===== config.mk =====
export PLATFORM = sky130hd
export DESIGN_NAME = flash_host
export DESIGN_NICKNAME = d
export VERILOG_FILES = /design/src/flash_host_pkg.sv /design/src/flash_host.sv
export SDC_FILE = /design/constraint.sdc
export NUM_CORES = 1
export LEC_CHECK = 0
export BUFFER_PORTS_ARGS = -buffer_cell sky130_fd_sc_hd__buf_2
export CAP_MARGIN = 30
export CORE_MARGIN = 2
export CORE_UTILIZATION = 52
export CTS_CLUSTER_SIZE = 10
export DETAILED_ROUTE_END_ITERATION = 10
export PLACE_DENSITY = 0.79
export SLEW_MARGIN = 20
export SYNTH_ARGS = -nofsm -noshare
export SYNTH_HDL_FRONTEND = slang
export SYNTH_SLANG_ARGS = --single-unit
export TNS_END_PERCENT = 5

===== constraint.sdc =====
create_clock -name aclk -period 2.3 [get_ports aclk]
set_input_delay 0 -clock aclk [delete_from_list [all_inputs] [get_ports aclk]]
set_output_delay 0 -clock aclk [all_outputs]
set_load 0.05 [all_outputs]

===== src/flash_host_pkg.sv =====
// Purpose: constants and carriers for the flash command/status host controller
// Assumes: 50 MHz aclk, device pins sampled synchronously
// Notes:   unlock addresses/data are parameters with plain defaults
package flash_host_pkg;

   // ---------------------------------------------------------------------
   // axi register map of the controller
   // ---------------------------------------------------------------------
   localparam logic [7:0] ADDR_CTRL   = 8'h00; // go, opcode
   localparam logic [7:0] ADDR_ADDR   = 8'h04; // target word address
   localparam logic [7:0] ADDR_DATA   = 8'h08; // program data
   localparam logic [7:0] ADDR_STATUS = 8'h0c; // busy, done, fail, last status
   localparam logic [7:0] ADDR_RDATA  = 8'h10; // last read word

   localparam int CTRL_GO_BIT = 0;
   localparam int CTRL_OP_LSB = 4;

   // ---------------------------------------------------------------------
   // command bytes and status bit positions
   // ---------------------------------------------------------------------
   localparam logic [7:0] CMD_ERASE_SETUP = 8'h80;
   localparam logic [7:0] CMD_SECTOR_ERASE = 8'h30;
   localparam logic [7:0] CMD_SUSPEND     = 8'hb0;
   localparam logic [7:0] CMD_RESUME      = 8'h30;
   localparam logic [7:0] CMD_PROGRAM     = 8'ha0;
   localparam logic [7:0] CMD_READ_RESET  = 8'hf0;

   localparam int BIT_POLL   = 7;
   localparam int BIT_TOGGLE = 6;
   localparam int BIT_LIMIT  = 5;
   localparam int BIT_TIMER  = 3;
   localparam int BIT_STOG   = 2;

   // ---------------------------------------------------------------------
   // timing
   // ---------------------------------------------------------------------
   localparam int CLK_MHZ         = 50;
   localparam int LOAD_WINDOW_US  = 30;
   localparam int LOAD_WINDOW_CYC = LOAD_WINDOW_US * CLK_MHZ; // longest: round down
   localparam int STROBE_CYC      = 4; // strobe low width, 80 ns
   localparam int RESET_VAL_ZERO  = 0;

   // operations software may request
   typedef enum logic [2:0] {
      OP_READ, OP_PROGRAM, OP_ERASE_FIRST, OP_ERASE_MORE, OP_SUSPEND, OP_RESUME, OP_RESET
   } op_t;

   // one bus cycle toward the flash
   typedef struct packed {
      logic        wr;
      logic [17:0] addr;
      logic [15:0] data;
   } bus_cycle_t;

endpackage


===== src/flash_host.sv =====
// Purpose: AXI4-Lite controlled host that issues flash command sequences
//          and polls status until a program or resume completes
// Assumes: flash pins synchronous to aclk; one operation at a time
// Notes:   completion judged by two consecutive equal toggle reads
//
// Added by the designer: the placing of the registers and the AXI4-Lite interface to the registers.
`timescale 1ns/100ps
module flash_host #(
   parameter logic [17:0] UNLOCK_ADDR1 = 18'h00555,
   parameter logic [17:0] UNLOCK_ADDR2 = 18'h002aa,
   parameter logic [7:0]  UNLOCK_DATA1 = 8'haa,
   parameter logic [7:0]  UNLOCK_DATA2 = 8'h55
) (
   input  wire  logic        aclk,
   input  wire  logic        aresetn,
   input  wire  logic [7:0]  s_axi_awaddr,
   input  wire  logic        s_axi_awvalid,
   output logic              s_axi_awready,
   input  wire  logic [31:0] s_axi_wdata,
   input  wire  logic [3:0]  s_axi_wstrb,
   input  wire  logic        s_axi_wvalid,
   output logic              s_axi_wready,
   output logic [1:0]        s_axi_bresp,
   output logic              s_axi_bvalid,
   input  wire  logic        s_axi_bready,
   input  wire  logic [7:0]  s_axi_araddr,
   input  wire  logic        s_axi_arvalid,
   output logic              s_axi_arready,
   output logic [31:0]       s_axi_rdata,
   output logic [1:0]        s_axi_rresp,
   output logic              s_axi_rvalid,
   input  wire  logic        s_axi_rready,
   output logic [17:0]       flash_addr,
   output logic [15:0]       flash_dq_o,
   output logic              flash_dq_oe,
   input  wire  logic [15:0] flash_dq_i,
   output logic              flash_ce_n,
   output logic              flash_oe_n,
   output logic              flash_we_n,
   input  wire  logic        ready_busy_n
);

   // ---------------------------------------------------------------------
   // sequencer states
   // ---------------------------------------------------------------------
   typedef enum logic [2:0] {ST_IDLE, ST_WSETUP, ST_WSTROBE, ST_WHOLD, ST_RSTROBE, ST_DECIDE} state_t;

   state_t      state_ff, nxt_state;
   logic [2:0]  step_ff, nxt_step;
   logic [2:0]  nsteps_ff, nxt_nsteps;
   logic [2:0]  cnt_ff, nxt_cnt;
   logic [17:0] addr_ff, nxt_addr;
   logic [15:0] data_ff, nxt_data;
   logic [15:0] rd_ff, nxt_rd;
   logic        prev_tog_ff, nxt_prev_tog, have_prev_ff, nxt_have_prev, poll_ff, nxt_poll;
   logic        busy_ff, nxt_busy, done_ff, nxt_done, fail_ff, nxt_fail;
   logic        limit_seen_ff, nxt_limit_seen, window_ff, nxt_window;
   logic [10:0] win_cnt_ff, nxt_win_cnt;
   flash_host_pkg::op_t        op_ff, nxt_op;
   logic                       go;
   flash_host_pkg::op_t        go_op;
   flash_host_pkg::bus_cycle_t cyc;
   logic        tog_now, equal_tog;

   // ---------------------------------------------------------------------
   // axi slave: single-cycle accept, answer next cycle
   // ---------------------------------------------------------------------
   logic        bvalid_ff, nxt_bvalid, rvalid_ff, nxt_rvalid;
   logic [31:0] rdata_ff, nxt_rdata;
   logic        wr_take, rd_take;

   assign s_axi_awready = s_axi_awvalid & s_axi_wvalid & ~bvalid_ff;
   assign s_axi_wready  = s_axi_awready;
   assign s_axi_arready = s_axi_arvalid & ~rvalid_ff;
   assign wr_take       = s_axi_awready;
   assign rd_take       = s_axi_arready;
   assign s_axi_bvalid  = bvalid_ff;
   assign s_axi_bresp   = 2'h0;
   assign s_axi_rvalid  = rvalid_ff;
   assign s_axi_rdata   = rdata_ff;
   assign s_axi_rresp   = 2'h0;
   // go is ignored while a sequence runs
   assign go    = wr_take & (s_axi_awaddr == flash_host_pkg::ADDR_CTRL) & s_axi_wstrb[0]
                  & s_axi_wdata[flash_host_pkg::CTRL_GO_BIT] & ~busy_ff;
   assign go_op = flash_host_pkg::op_t'(s_axi_wdata[flash_host_pkg::CTRL_OP_LSB +: 3]);

   // bus answer and read mux
   always_comb begin
      nxt_bvalid = bvalid_ff;
      nxt_rvalid = rvalid_ff;
      nxt_rdata  = rdata_ff;
      if (wr_take) begin
         nxt_bvalid = 1'b1;
      end else if (s_axi_bready) begin
         nxt_bvalid = 1'b0;
      end
      if (rd_take) begin
         nxt_rvalid = 1'b1;
         unique case (s_axi_araddr)
            flash_host_pkg::ADDR_CTRL:   nxt_rdata = {25'h0, 3'(op_ff), 4'h0};
            flash_host_pkg::ADDR_ADDR:   nxt_rdata = {14'h0, addr_ff};
            flash_host_pkg::ADDR_DATA:   nxt_rdata = {16'h0, data_ff};
            flash_host_pkg::ADDR_STATUS: nxt_rdata = {18'h0, window_ff, ready_busy_n, limit_seen_ff,
                                                      fail_ff, done_ff, busy_ff, rd_ff[7:0]};
            flash_host_pkg::ADDR_RDATA:  nxt_rdata = {16'h0, rd_ff};
            default:                     nxt_rdata = 32'h0;
         endcase
      end else if (s_axi_rready) begin
         nxt_rvalid = 1'b0;
      end
   end

   // ---------------------------------------------------------------------
   // command table: one bus cycle per step
   // ---------------------------------------------------------------------
   always_comb begin
      cyc.wr   = 1'b1;
      cyc.addr = UNLOCK_ADDR1;
      cyc.data = {8'h0, UNLOCK_DATA1};
      unique case (op_ff)
         flash_host_pkg::OP_PROGRAM: begin
            unique case (step_ff)
               3'd1: begin cyc.addr = UNLOCK_ADDR2; cyc.data = {8'h0, UNLOCK_DATA2}; end
               3'd2: cyc.data = {8'h0, flash_host_pkg::CMD_PROGRAM};
               3'd3: begin cyc.addr = addr_ff; cyc.data = data_ff; end
               default: ;
            endcase
         end
         flash_host_pkg::OP_ERASE_FIRST: begin
            unique case (step_ff)
               3'd1: begin cyc.addr = UNLOCK_ADDR2; cyc.data = {8'h0, UNLOCK_DATA2}; end
               3'd2: cyc.data = {8'h0, flash_host_pkg::CMD_ERASE_SETUP};
               3'd4: begin cyc.addr = UNLOCK_ADDR2; cyc.data = {8'h0, UNLOCK_DATA2}; end
               3'd5: begin cyc.addr = addr_ff; cyc.data = {8'h0, flash_host_pkg::CMD_SECTOR_ERASE}; end
               default: ;
            endcase
         end
         flash_host_pkg::OP_ERASE_MORE: begin
            cyc.addr = addr_ff;
            cyc.data = {8'h0, flash_host_pkg::CMD_SECTOR_ERASE};
         end
         flash_host_pkg::OP_SUSPEND: cyc.data = {8'h0, flash_host_pkg::CMD_SUSPEND};
         flash_host_pkg::OP_RESUME:  cyc.data = {8'h0, flash_host_pkg::CMD_RESUME};
         flash_host_pkg::OP_RESET:   cyc.data = {8'h0, flash_host_pkg::CMD_READ_RESET};
         flash_host_pkg::OP_READ: begin
            cyc.wr   = 1'b0;
            cyc.addr = addr_ff;
         end
         default: ;
      endcase
   end

   // status interpretation of the last read
   assign tog_now   = rd_ff[flash_host_pkg::BIT_TOGGLE];
   assign equal_tog = have_prev_ff & (tog_now == prev_tog_ff);

   // ---------------------------------------------------------------------
   // sequencer
   // ---------------------------------------------------------------------
   always_comb begin
      nxt_state      = state_ff;
      nxt_step       = step_ff;
      nxt_nsteps     = nsteps_ff;
      nxt_cnt        = cnt_ff;
      nxt_addr       = addr_ff;
      nxt_data       = data_ff;
      nxt_rd         = rd_ff;
      nxt_prev_tog   = prev_tog_ff;
      nxt_have_prev  = have_prev_ff;
      nxt_poll       = poll_ff;
      nxt_busy       = busy_ff;
      nxt_done       = done_ff;
      nxt_fail       = fail_ff;
      nxt_limit_seen = limit_seen_ff;
      nxt_op         = op_ff;
      nxt_window     = window_ff;
      nxt_win_cnt    = win_cnt_ff;
      // load window closes 30 us after the last sector write
      if (window_ff) begin
         if (win_cnt_ff == 11'(flash_host_pkg::LOAD_WINDOW_CYC - 1)) begin
            nxt_window = 1'b0;
         end else begin
            nxt_win_cnt = win_cnt_ff + 11'd1;
         end
      end
      // register writes while idle
      if (wr_take && !busy_ff) begin
         if (s_axi_awaddr == flash_host_pkg::ADDR_ADDR) nxt_addr = s_axi_wdata[17:0];
         if (s_axi_awaddr == flash_host_pkg::ADDR_DATA) nxt_data = s_axi_wdata[15:0];
      end
      unique case (state_ff)
         ST_IDLE: begin
            if (go) begin
               nxt_op        = go_op;
               nxt_busy      = 1'b1;
               nxt_done      = 1'b0;
               nxt_fail      = 1'b0;
               nxt_limit_seen = 1'b0;
               nxt_have_prev = 1'b0;
               nxt_step      = 3'd0;
               nxt_state     = ST_WSETUP;
               unique case (go_op)
                  flash_host_pkg::OP_PROGRAM:     nxt_nsteps = 3'd4;
                  flash_host_pkg::OP_ERASE_FIRST: nxt_nsteps = 3'd6;
                  default:                        nxt_nsteps = 3'd1;
               endcase
               // a further sector only inside the open window
               if (go_op == flash_host_pkg::OP_ERASE_MORE && !window_ff) begin
                  nxt_busy  = 1'b0;
                  nxt_fail  = 1'b1;
                  nxt_done  = 1'b1;
                  nxt_state = ST_IDLE;
               end
            end
         end
         ST_WSETUP: begin
            nxt_cnt   = 3'd0;
            nxt_state = cyc.wr ? ST_WSTROBE : ST_RSTROBE;
         end
         ST_WSTROBE: begin
            nxt_cnt = cnt_ff + 3'd1;
            if (cnt_ff == 3'(flash_host_pkg::STROBE_CYC - 1)) nxt_state = ST_WHOLD;
         end
         ST_WHOLD: begin
            nxt_step = step_ff + 3'd1;
            if (step_ff + 3'd1 == nsteps_ff) begin
               unique case (op_ff)
                  flash_host_pkg::OP_PROGRAM, flash_host_pkg::OP_RESUME: begin
                     nxt_poll  = 1'b1;
                     nxt_state = ST_WSETUP;
                     nxt_op    = flash_host_pkg::OP_READ;
                  end
                  flash_host_pkg::OP_ERASE_FIRST, flash_host_pkg::OP_ERASE_MORE: begin
                     nxt_window  = 1'b1;
                     nxt_win_cnt = 11'd0;
                     nxt_busy    = 1'b0;
                     nxt_done    = 1'b1;
                     nxt_state   = ST_IDLE;
                  end
                  default: begin
                     nxt_window = 1'b0;
                     nxt_busy   = 1'b0;
                     nxt_done   = 1'b1;
                     nxt_state  = ST_IDLE;
                  end
               endcase
            end else begin
               nxt_state = ST_WSETUP;
            end
         end
         ST_RSTROBE: begin
            nxt_cnt = cnt_ff + 3'd1;
            if (cnt_ff == 3'(flash_host_pkg::STROBE_CYC - 1)) begin
               nxt_rd    = flash_dq_i;
               nxt_state = ST_DECIDE;
            end
         end
         ST_DECIDE: begin
            nxt_prev_tog  = tog_now;
            nxt_have_prev = 1'b1;
            if (rd_ff[flash_host_pkg::BIT_LIMIT]) nxt_limit_seen = 1'b1;
            if (!poll_ff || equal_tog || (limit_seen_ff && have_prev_ff)) begin
               nxt_busy  = 1'b0;
               nxt_done  = 1'b1;
               nxt_fail  = poll_ff & limit_seen_ff;
               nxt_poll  = 1'b0;
               nxt_state = ST_IDLE;
            end else begin
               nxt_state = ST_WSETUP;
            end
         end
         default: nxt_state = ST_IDLE;
      endcase
   end

   // registers
   always_ff @(posedge aclk) begin
      if (!aresetn) begin
         state_ff <= ST_IDLE;
         step_ff <= 3'd0;
         nsteps_ff <= 3'd0;
         cnt_ff <= 3'd0;
         addr_ff <= 18'h0;
         data_ff <= 16'h0;
         rd_ff <= 16'h0;
         {prev_tog_ff, have_prev_ff, poll_ff, busy_ff} <= 4'h0;
         {done_ff, fail_ff, limit_seen_ff, window_ff} <= 4'h0;
         win_cnt_ff <= 11'h0;
         op_ff <= flash_host_pkg::OP_READ;
         {bvalid_ff, rvalid_ff} <= 2'h0;
         rdata_ff <= 32'h0;
      end else begin
         state_ff <= nxt_state;
         step_ff <= nxt_step;
         nsteps_ff <= nxt_nsteps;
         cnt_ff <= nxt_cnt;
         addr_ff <= nxt_addr;
         data_ff <= nxt_data;
         rd_ff <= nxt_rd;
         {prev_tog_ff, have_prev_ff, poll_ff, busy_ff} <= {nxt_prev_tog, nxt_have_prev, nxt_poll, nxt_busy};
         {done_ff, fail_ff, limit_seen_ff, window_ff} <= {nxt_done, nxt_fail, nxt_limit_seen, nxt_window};
         win_cnt_ff <= nxt_win_cnt;
         op_ff <= nxt_op;
         {bvalid_ff, rvalid_ff} <= {nxt_bvalid, nxt_rvalid};
         rdata_ff <= nxt_rdata;
      end
   end

   // ---------------------------------------------------------------------
   // pin drive: address/data held through setup, strobe, hold
   // ---------------------------------------------------------------------
   assign flash_addr  = cyc.addr;
   assign flash_dq_o  = cyc.data;
   assign flash_dq_oe = cyc.wr & (state_ff != ST_IDLE) & (state_ff != ST_DECIDE);
   assign flash_ce_n  = ~((state_ff == ST_WSTROBE) | (state_ff == ST_RSTROBE) | (state_ff == ST_WSETUP));
   assign flash_we_n  = ~(state_ff == ST_WSTROBE);
   assign flash_oe_n  = ~(state_ff == ST_RSTROBE);

   // ---------------------------------------------------------------------
   // checks
   // ---------------------------------------------------------------------
   AST_WE_OE_EXCL: assert property (@(posedge aclk) disable iff (!aresetn)
      !(!flash_we_n && !flash_oe_n)) else $error("we and oe low together");
   AST_WE_WIDTH: assert property (@(posedge aclk) disable iff (!aresetn)
      $fell(flash_we_n) |-> !flash_we_n [*4] ##1 flash_we_n) else $error("write strobe width");
   AST_ERASE_SEQ: assert property (@(posedge aclk) disable iff (!aresetn)
      (state_ff == ST_WSTROBE && op_ff == flash_host_pkg::OP_ERASE_FIRST && step_ff == 3'd2)
      |-> flash_dq_o[7:0] == flash_host_pkg::CMD_ERASE_SETUP) else $error("erase setup byte");
   AST_PROG_SEQ: assert property (@(posedge aclk) disable iff (!aresetn)
      (state_ff == ST_WSTROBE && op_ff == flash_host_pkg::OP_PROGRAM && step_ff == 3'd2)
      |-> flash_dq_o[7:0] == flash_host_pkg::CMD_PROGRAM) else $error("program byte");
   AST_WINDOW: assert property (@(posedge aclk) disable iff (!aresetn)
      $rose(window_ff) |-> window_ff [*8]) else $error("load window closed early");
   AST_POLL_DONE: assert property (@(posedge aclk) disable iff (!aresetn)
      (state_ff == ST_DECIDE && poll_ff && equal_tog) |=> done_ff && !busy_ff) else $error("not done");
   AST_LIMIT: assert property (@(posedge aclk) disable iff (!aresetn)
      (state_ff == ST_DECIDE && rd_ff[flash_host_pkg::BIT_LIMIT]) |=> limit_seen_ff) else $error("limit lost");
   AST_MORE_REFUSE: assert property (@(posedge aclk) disable iff (!aresetn)
      (go && go_op == flash_host_pkg::OP_ERASE_MORE && !window_ff) |=> fail_ff && !busy_ff)
      else $error("sector outside window taken");

endmodule // flash_host


==> results of run 1 <==
-- synth_stat cells (3+ instances only) --
cell type,n
and2_1,9
buf_2,4
nor3_1,13
mux2i_1,38
nor2_1,88
o22ai_1,4
mux2_2,6
clkbuf_1,30
nor3b_1,3
nand3_1,13
xnor2_1,7
a31oi_1,8
dfxtp_1,104
xor2_1,9
buf_1,6
buf_4,19
nand2b_1,12
o21ai_0,42
and3_1,12
nand2_1,81
or3_1,6
a22oi_1,18
nand3b_1,3
a32oi_1,3
inv_1,14
a21o_1,12
a21oi_1,60
ha_1,8
nand4_1,3
and2_0,3
nor2b_1,7
-- cell families (layout without fill, tap and decap cells) --
family / after synthesis / after routing / synth area share [%]
simple gates: 264 / 264 / 23.3
compound gates: 162 / 162 / 18.1
flops: 104 / 104 / 39.0
buf+inv: 73 / 207 / 6.57
mux: 44 / 44 / 8.40
xor+xnor: 16 / 16 / 2.63
fa+ha+maj: 8 / 8 / 1.88
other cells: 1 / 18 / 0.0703
-- tightest hold or removal path: cells and delay by family --
kind,cells,cell delay [ps]
buf+inv,1,170
mux,1,140
simple gates,1,50
-- per-layer routing --
| metal | track usage, % | share of wire, % | vias to the layer above |
|---|---|---|---|
| met1 | 35.3 | 40 | 2580 |
| li1 | - | - | 2572 |
| met2 | 49.4 | 49 | 318 |
| met3 | 4.95 | 8.0 | 44 |
| met5 | 0 | 0 | - |
| met4 | 11.7 | 3.0 | 0 |
-- power groups by stage --
stage	logic, mW	registers (mW)	clock network (mW)
finish	0.329	1.81	1.32
floorplan	0.194	1.86	0
detailed placement	0.273	1.85	0
global route	0.347	1.81	1.42
global placement	0.270	1.85	0
CTS	0.321	1.81	1.35
-- stage by stage --
stage | hold WS [ps] | std cells
6_report | 25.3 | 956
3_3_place_gp | 232 | 904
3_5_place_dp | 247 | 904
5_1_grt | 41.0 | 956
4_1_cts | 14.7 | 956
2_1_floorplan | 136 | 689
-- how the worst max path moves through the flow --
stage | from | to | slack (ps) | cells past startpoint
6_report | step_ff[0]$_SDFFE_PN0P_ | flash_dq_o[5] | 50 | 6
5_1_grt | step_ff[0]$_SDFFE_PN0P_ | flash_dq_o[7] | -40 | 8
4_1_cts | step_ff[0]$_SDFFE_PN0P_ | flash_dq_o[7] | 50 | 8
3_5_place_dp | step_ff[2]$_SDFFE_PN0P_ | done_ff$_SDFFE_PN0P_ | 180 | 7
3_3_place_gp | busy_ff$_SDFFE_PN0P_ | nsteps_ff[1]$_SDFFE_PN0P_ | 250 | 5
2_1_floorplan | step_ff[2]$_SDFFE_PN0P_ | flash_dq_o[3] | -150 | 7
-- placed cells by master, fill, tap and decap left out, drive strengths merged, types with 3 or more instances in the layout --
cell	Yosys	routed
buf	29	136
dfxtp	104	104
nor2	88	88
nand2	81	81
a21oi	60	60
o21ai	42	42
mux2i	38	38
dlygate4sd3	0	36
a22oi	18	18
conb	1	18
inv	14	16
nor3	14	14
nand3	14	14
clkbuf	30	14
nand2b	12	12
a21o	12	12
and3	12	12
and2	12	12
xor2	9	9
a31oi	8	8
ha	8	8
xnor2	7	7
nor2b	7	7
or3	6	6
mux2	6	6
o22ai	4	4
nand3b	3	3
nand4	3	3
a32oi	3	3
nor3b	3	3
-- state kept, by name (all words and copies together), names as in the netlist, 3 cells and up --
signal	flops
op_ff	3
data_ff	16
nsteps_ff	3
s_axi_rdata	18
win_cnt_ff	11
rd_ff	16
state_ff	3
cnt_ff	3
addr_ff	18
step_ff	3
-- cell type report --
type / instances / share of cell area, %
multi-input cells: 512 / 44.4
flip-flops and latches: 104 / 31.2
repair buffers: 177 / 17.5
well taps: 133 / 2.49
clock buffers: 9 / 1.85
clock inverters: 7 / 1.72
inverters: 14 / 0.786
-- repair_timing --
item / 4_1_cts / 5_1_grt
cloned: 0 / 0
hold buffers: 36 / 0
resized for setup: 9 / 11
hold endpoints to repair: 53 / 0
setup endpoints to repair: 14 / 22
==> metrics, run 1 <==
Final Setup Violations=0; Switch Pwr=0.902 mW; Synth area leaders=dfxtp_1 (39%), mux2i_1 (7.1%), nor2_1 (6.2%); Hold Path Class=primary input to flip-flop; Comb pwr share=9.5%; FMAX=444 MHz; Final Max Slew Viols=0; total CTS buffers=9; RSZ-0062 raised after global routing=yes; Post-synth EDFFs=0; Hold Fails Final Rpt=0; sequence of cells on the critical path=ha_1 -> ha_1 -> or3b_2 -> a211o_1 -> a21o_1 -> buf_2; final design utilization=67.7%; internal power=2.56 mW; fin crit share=98.0%; critical hold path startpoint=s_axi_wdata[5]; Post-Syn Area per Cell=7.94 um^2; fin area=0.00668 mm^2; Worst EP required=2300 ps; VDD IR max=0.368 mV; Post-CTS Setup Bufs=0; drt drc=0; Hold Crit Depth=3; total number of H-tree levels=3; DPL Wire Length=11100 um; CTS sink cnt=104; count of cell types in the netlist=53; Root Driver=clkbuf_8; crit path max fanout=6; global placer's final weighted congestion=0.915; Top Family by Delay on Critical Path=simple AND/OR/NAND/NOR gates; outcome=finished clean; pre-CTS setup slack=184 ps; asr flop ratio synth=0%; clock share of power=38.2%; post-layout worst setup margin=45.4 ps; Buf+Inv Stages, Crit Path=1; skew final=9.58 ps; Crit Reg-Reg Endpoint=nsteps_ff[1]$_SDFFE_PN0P_; Sequential Area=0.00209 mm^2; cell repeated most along the worst path=ha_1; Final ANT Viol Nets=0; Layout area overhead=25.3%; initial antenna violation count=0; Top FF cell, synth=dfxtp_1; sequential power share=52.3%; Tot Pwr=3.46 mW; die width=105 um; min Tclk post-route=2250 ps; routed vias/inst=5.77; Crit Path Category=flip-flop to output port; flops & latches, synth=104; slowest stage delay, CP=470 ps; area leader, netlist=dfxtp_1; first-pass GRT wire length=25600 um; reg2reg start=busy_ff$_SDFFE_PN0P_; vias in the first global route=5349; Cell Area, Placed=0.00604 mm^2; Pleak=3.08 nW; Clock Latency Late Sink=370 ps; maxcap violations=0; P per Cell Area=518 mW/mm^2; reg2reg path depth=5; row count=36; Worst Hold Path EP=op_ff[1]$_SDFFE_PN0P_; grt total ovfl=0; Routed WL per cell=16.7 um; crit path max-delay cell type=or3b_2; Netlist Area Pre-Place=0.00533 mm^2; Vias=5514; port bufs=119; nets=902; top-area cell type share of the netlist area=39.0%; area of the multi-input gates=0.00297 mm^2; fillers=787; switch share=26.1%; Core Footprint=0.00986 mm^2; Routed WL=16000 um; I/O pins=155; CP startpoint kind=flip-flop; 1st-pass router iterations=7; Critical Path AT=2250 ps; Global Route Usage Sum=28.6%; post-route setup TNS=0 ps; Starting Density=54.1%; Synthesis Warnings=0; post-synthesis sequential area ratio=39.0%; Slew HR=60.5%; CTS tree=done; Die Ht=105 um; Mapped Cells=672; n_diodes=0; pin count of the biggest net entering global routing=64; flop-to-flop setup slack=190 ps; Iter 0 DRT Violations=517; clk buf depth=2; crit path capture type=output port; die area=0.0111 mm^2; Worst Tran Pin Value=592 ps; clock slew at reported path FFs=100 ps; layout cell share with drive strength beyond 1=21.5%
(Power assumes the default switching activity.)
==> run 2: changes to the inputs <==
--- a/config.mk
+++ b/config.mk
@@ -12,6 +12,7 @@
 export CTS_CLUSTER_SIZE = 10
 export DETAILED_ROUTE_END_ITERATION = 10
 export PLACE_DENSITY = 0.79
+export REMOVE_ABC_BUFFERS = 1
 export SLEW_MARGIN = 20
 export SYNTH_ARGS = -nofsm -noshare
 export SYNTH_HDL_FRONTEND = slang
==> run 2 against run 1 <==
Wire length is 3.2% lower. Clock skew is 13 ps higher. Die area stayed put. Clock power is 16% lower. Worst hold slack better by 60 ps. Critical endpoint is now flash_dq_o[4]. Largest cell class unchanged. Highest routed layer unchanged.
==> metrics, run 2 (same netlist as run 1, synthesis figures left out) <==
outcome=finished clean; Starting Density=54.1%; initial antenna violation count=0; Tot Pwr=3.25 mW; Hold Fails Final Rpt=0; skew final=22.2 ps; crit path capture type=output port; Root Driver=clkbuf_8; min Tclk post-route=2240 ps; Critical path origin=step_ff[1]$_SDFFE_PN0P_; Layout area overhead=25.6%; Hold Path Class=primary input to flip-flop; clock slew at reported path FFs=100 ps; grt total ovfl=0; Iter 0 DRT Violations=415; Clock Latency Late Sink=400 ps; vias in the first global route=5001; pin count of the biggest net entering global routing=35; Slew HR=57.6%; P per Cell Area=485 mW/mm^2; crit path max-delay cell type=dfxtp_1; crit path max fanout=21; total CTS buffers=9; drt drc=0; 1st-pass router iterations=5; fin crit share=97.6%; commonest cells after routing, fill and taps aside=buf_2 (103), dfxtp_1 (102), nor2_1 (88); row count=36; DPL Wire Length=10700 um; slowest stage delay, CP=390 ps; Routed WL per cell=16.1 um; port bufs=119; Worst Tran Pin Value=635 ps; M2 GR Usage=47.6%; fillers=774; n_diodes=0; Final Setup Violations=0; Die Ht=105 um; CTS sink cnt=104; Routed WL=15500 um; Final Max Slew Viols=0; nets=908; Top Usage Layer GRT=met2; clk buf depth=2; flop-to-flop setup slack=230 ps; met3 GRT Util=3.40%; commonest non-fill, non-tap cell in the layout=buf_2; Crit Path Category=flip-flop to output port; CP startpoint kind=flip-flop; first-pass GRT wire length=24200 um; I/O pins=155; Global Route Usage Sum=27.1%; reg2reg path depth=7; maxcap violations=0; total number of H-tree levels=3; die area=0.0111 mm^2; met1 Use GR=33.4%; layout cell share with drive strength beyond 1=21.7%; Core Footprint=0.00986 mm^2; Worst EP required=2300 ps; final non-filler cell total=962; reg2reg start=step_ff[0]$_SDFFE_PN0P_; VDD IR max=0.248 mV; Crit Reg-Reg Endpoint=win_cnt_ff[6]$_SDFF_PN0_; Setup crit end=flash_dq_o[4]; sequence of cells on the critical path=ha_1 -> ha_1 -> buf_8 -> a21oi_1 -> a21oi_1 -> nor2_1 -> a31oi_1 -> clkbuf_4; Critical Path AT=2240 ps; global placer's final weighted congestion=0.923; die width=105 um; CTS tree=done; Final ANT Viol Nets=0; routed vias/inst=5.55; Pleak=3.09 nW; Cells after DPL=907; FMAX=446 MHz; Vias=5343
[run 2: cell types whose count changed in the layout (fill, tap and decap cells not counted), sizes merged]
| cell | delta |
|---|---|
| buf | -1 |
| bufinv | -2 |
| clkbuf | +5 |
| clkinv | +2 |
| dlygate4sd3 | +2 |
[run 2: metrics by stage]
stage | setup TNS (ps) | cell area, um^2 | util [%] | hold slack, ps | worst slack, ps
after floorplan | -275 | 5100 | - | 128 | -241
after global placement | 0 | 6050 | 61.3 | 239 | 272
after detailed placement | 0 | 6050 | 61.3 | 250 | 207
after CTS | 0 | 6630 | 67.2 | 77.4 | 16.1
after global routing | -10.7 | 6700 | 67.9 | 122 | -6.57
final | 0 | 6700 | 67.9 | 85.6 | 55.5
[run 2: worst min-delay path by stage]
stage | startpoint | endpoint | cells past startpoint
after floorplan | aresetn | state_ff[0]$_SDFFE_PN0P_ | 2
after global placement | s_axi_wdata[17] | addr_ff[17]$_SDFFE_PN0P_ | 3
after detailed placement | flash_dq_i[1] | rd_ff[1]$_SDFFE_PN0P_ | 3
after CTS | s_axi_awaddr[3] | nsteps_ff[1]$_SDFFE_PN0P_ | 5
after global routing | s_axi_awaddr[2] | nsteps_ff[1]$_SDFFE_PN0P_ | 5
final | s_axi_awaddr[3] | nsteps_ff[1]$_SDFFE_PN0P_ | 5
[run 2: layer usage]
layer	wire, um	vias up	part of all wire (%)
li1	-	2586	-
met3	938	26	6.1
met2	7660	222	50
met4	340	0	2.2
met5	0	-	0
met1	6520	2509	42
[run 2: where the power goes]
| group | internal, mW | switching, mW |
|---|---|---|
| clock network | 0.416 | 0.695 |
| logic | 0.115 | 0.212 |
| registers | 1.80 | 0.00543 |
| total | 2.33 | 0.912 |
[run 2: worst max-delay path, delay by kind of cell, from the launching register on]
kind | cells | cell delay [ps]
AOI/OAI and AO/OA | 3 | 530
adders and majority gates | 2 | 390
buffers and inverters | 2 | 490
DFF | 1 | 390
and+or+nand+nor | 1 | 60
[run 2: timing repair]
action / 4_1_cts / 5_1_grt
setup buffers: 0 / 1
setup endpoints to repair: 8 / 22
pin swaps: 0 / 0
hold buffers: 38 / 0
endpoints found under the hold margin: 59 / 0
gates resized for setup: 5 / 30
[run 2: final cells by class]
| type | instances | area [um^2] | share of cell area [%] |
|---|---|---|---|
| clock buffers | 9 | 124 | 1.85 |
| clock inverters | 7 | 66.3 | 0.990 |
| inverters | 14 | 52.6 | 0.785 |
| multi-input cells | 512 | 2970 | 44.4 |
| flip-flops and latches | 104 | 2090 | 31.2 |
| well taps | 133 | 166 | 2.49 |
| repair buffers | 183 | 1230 | 18.3 |
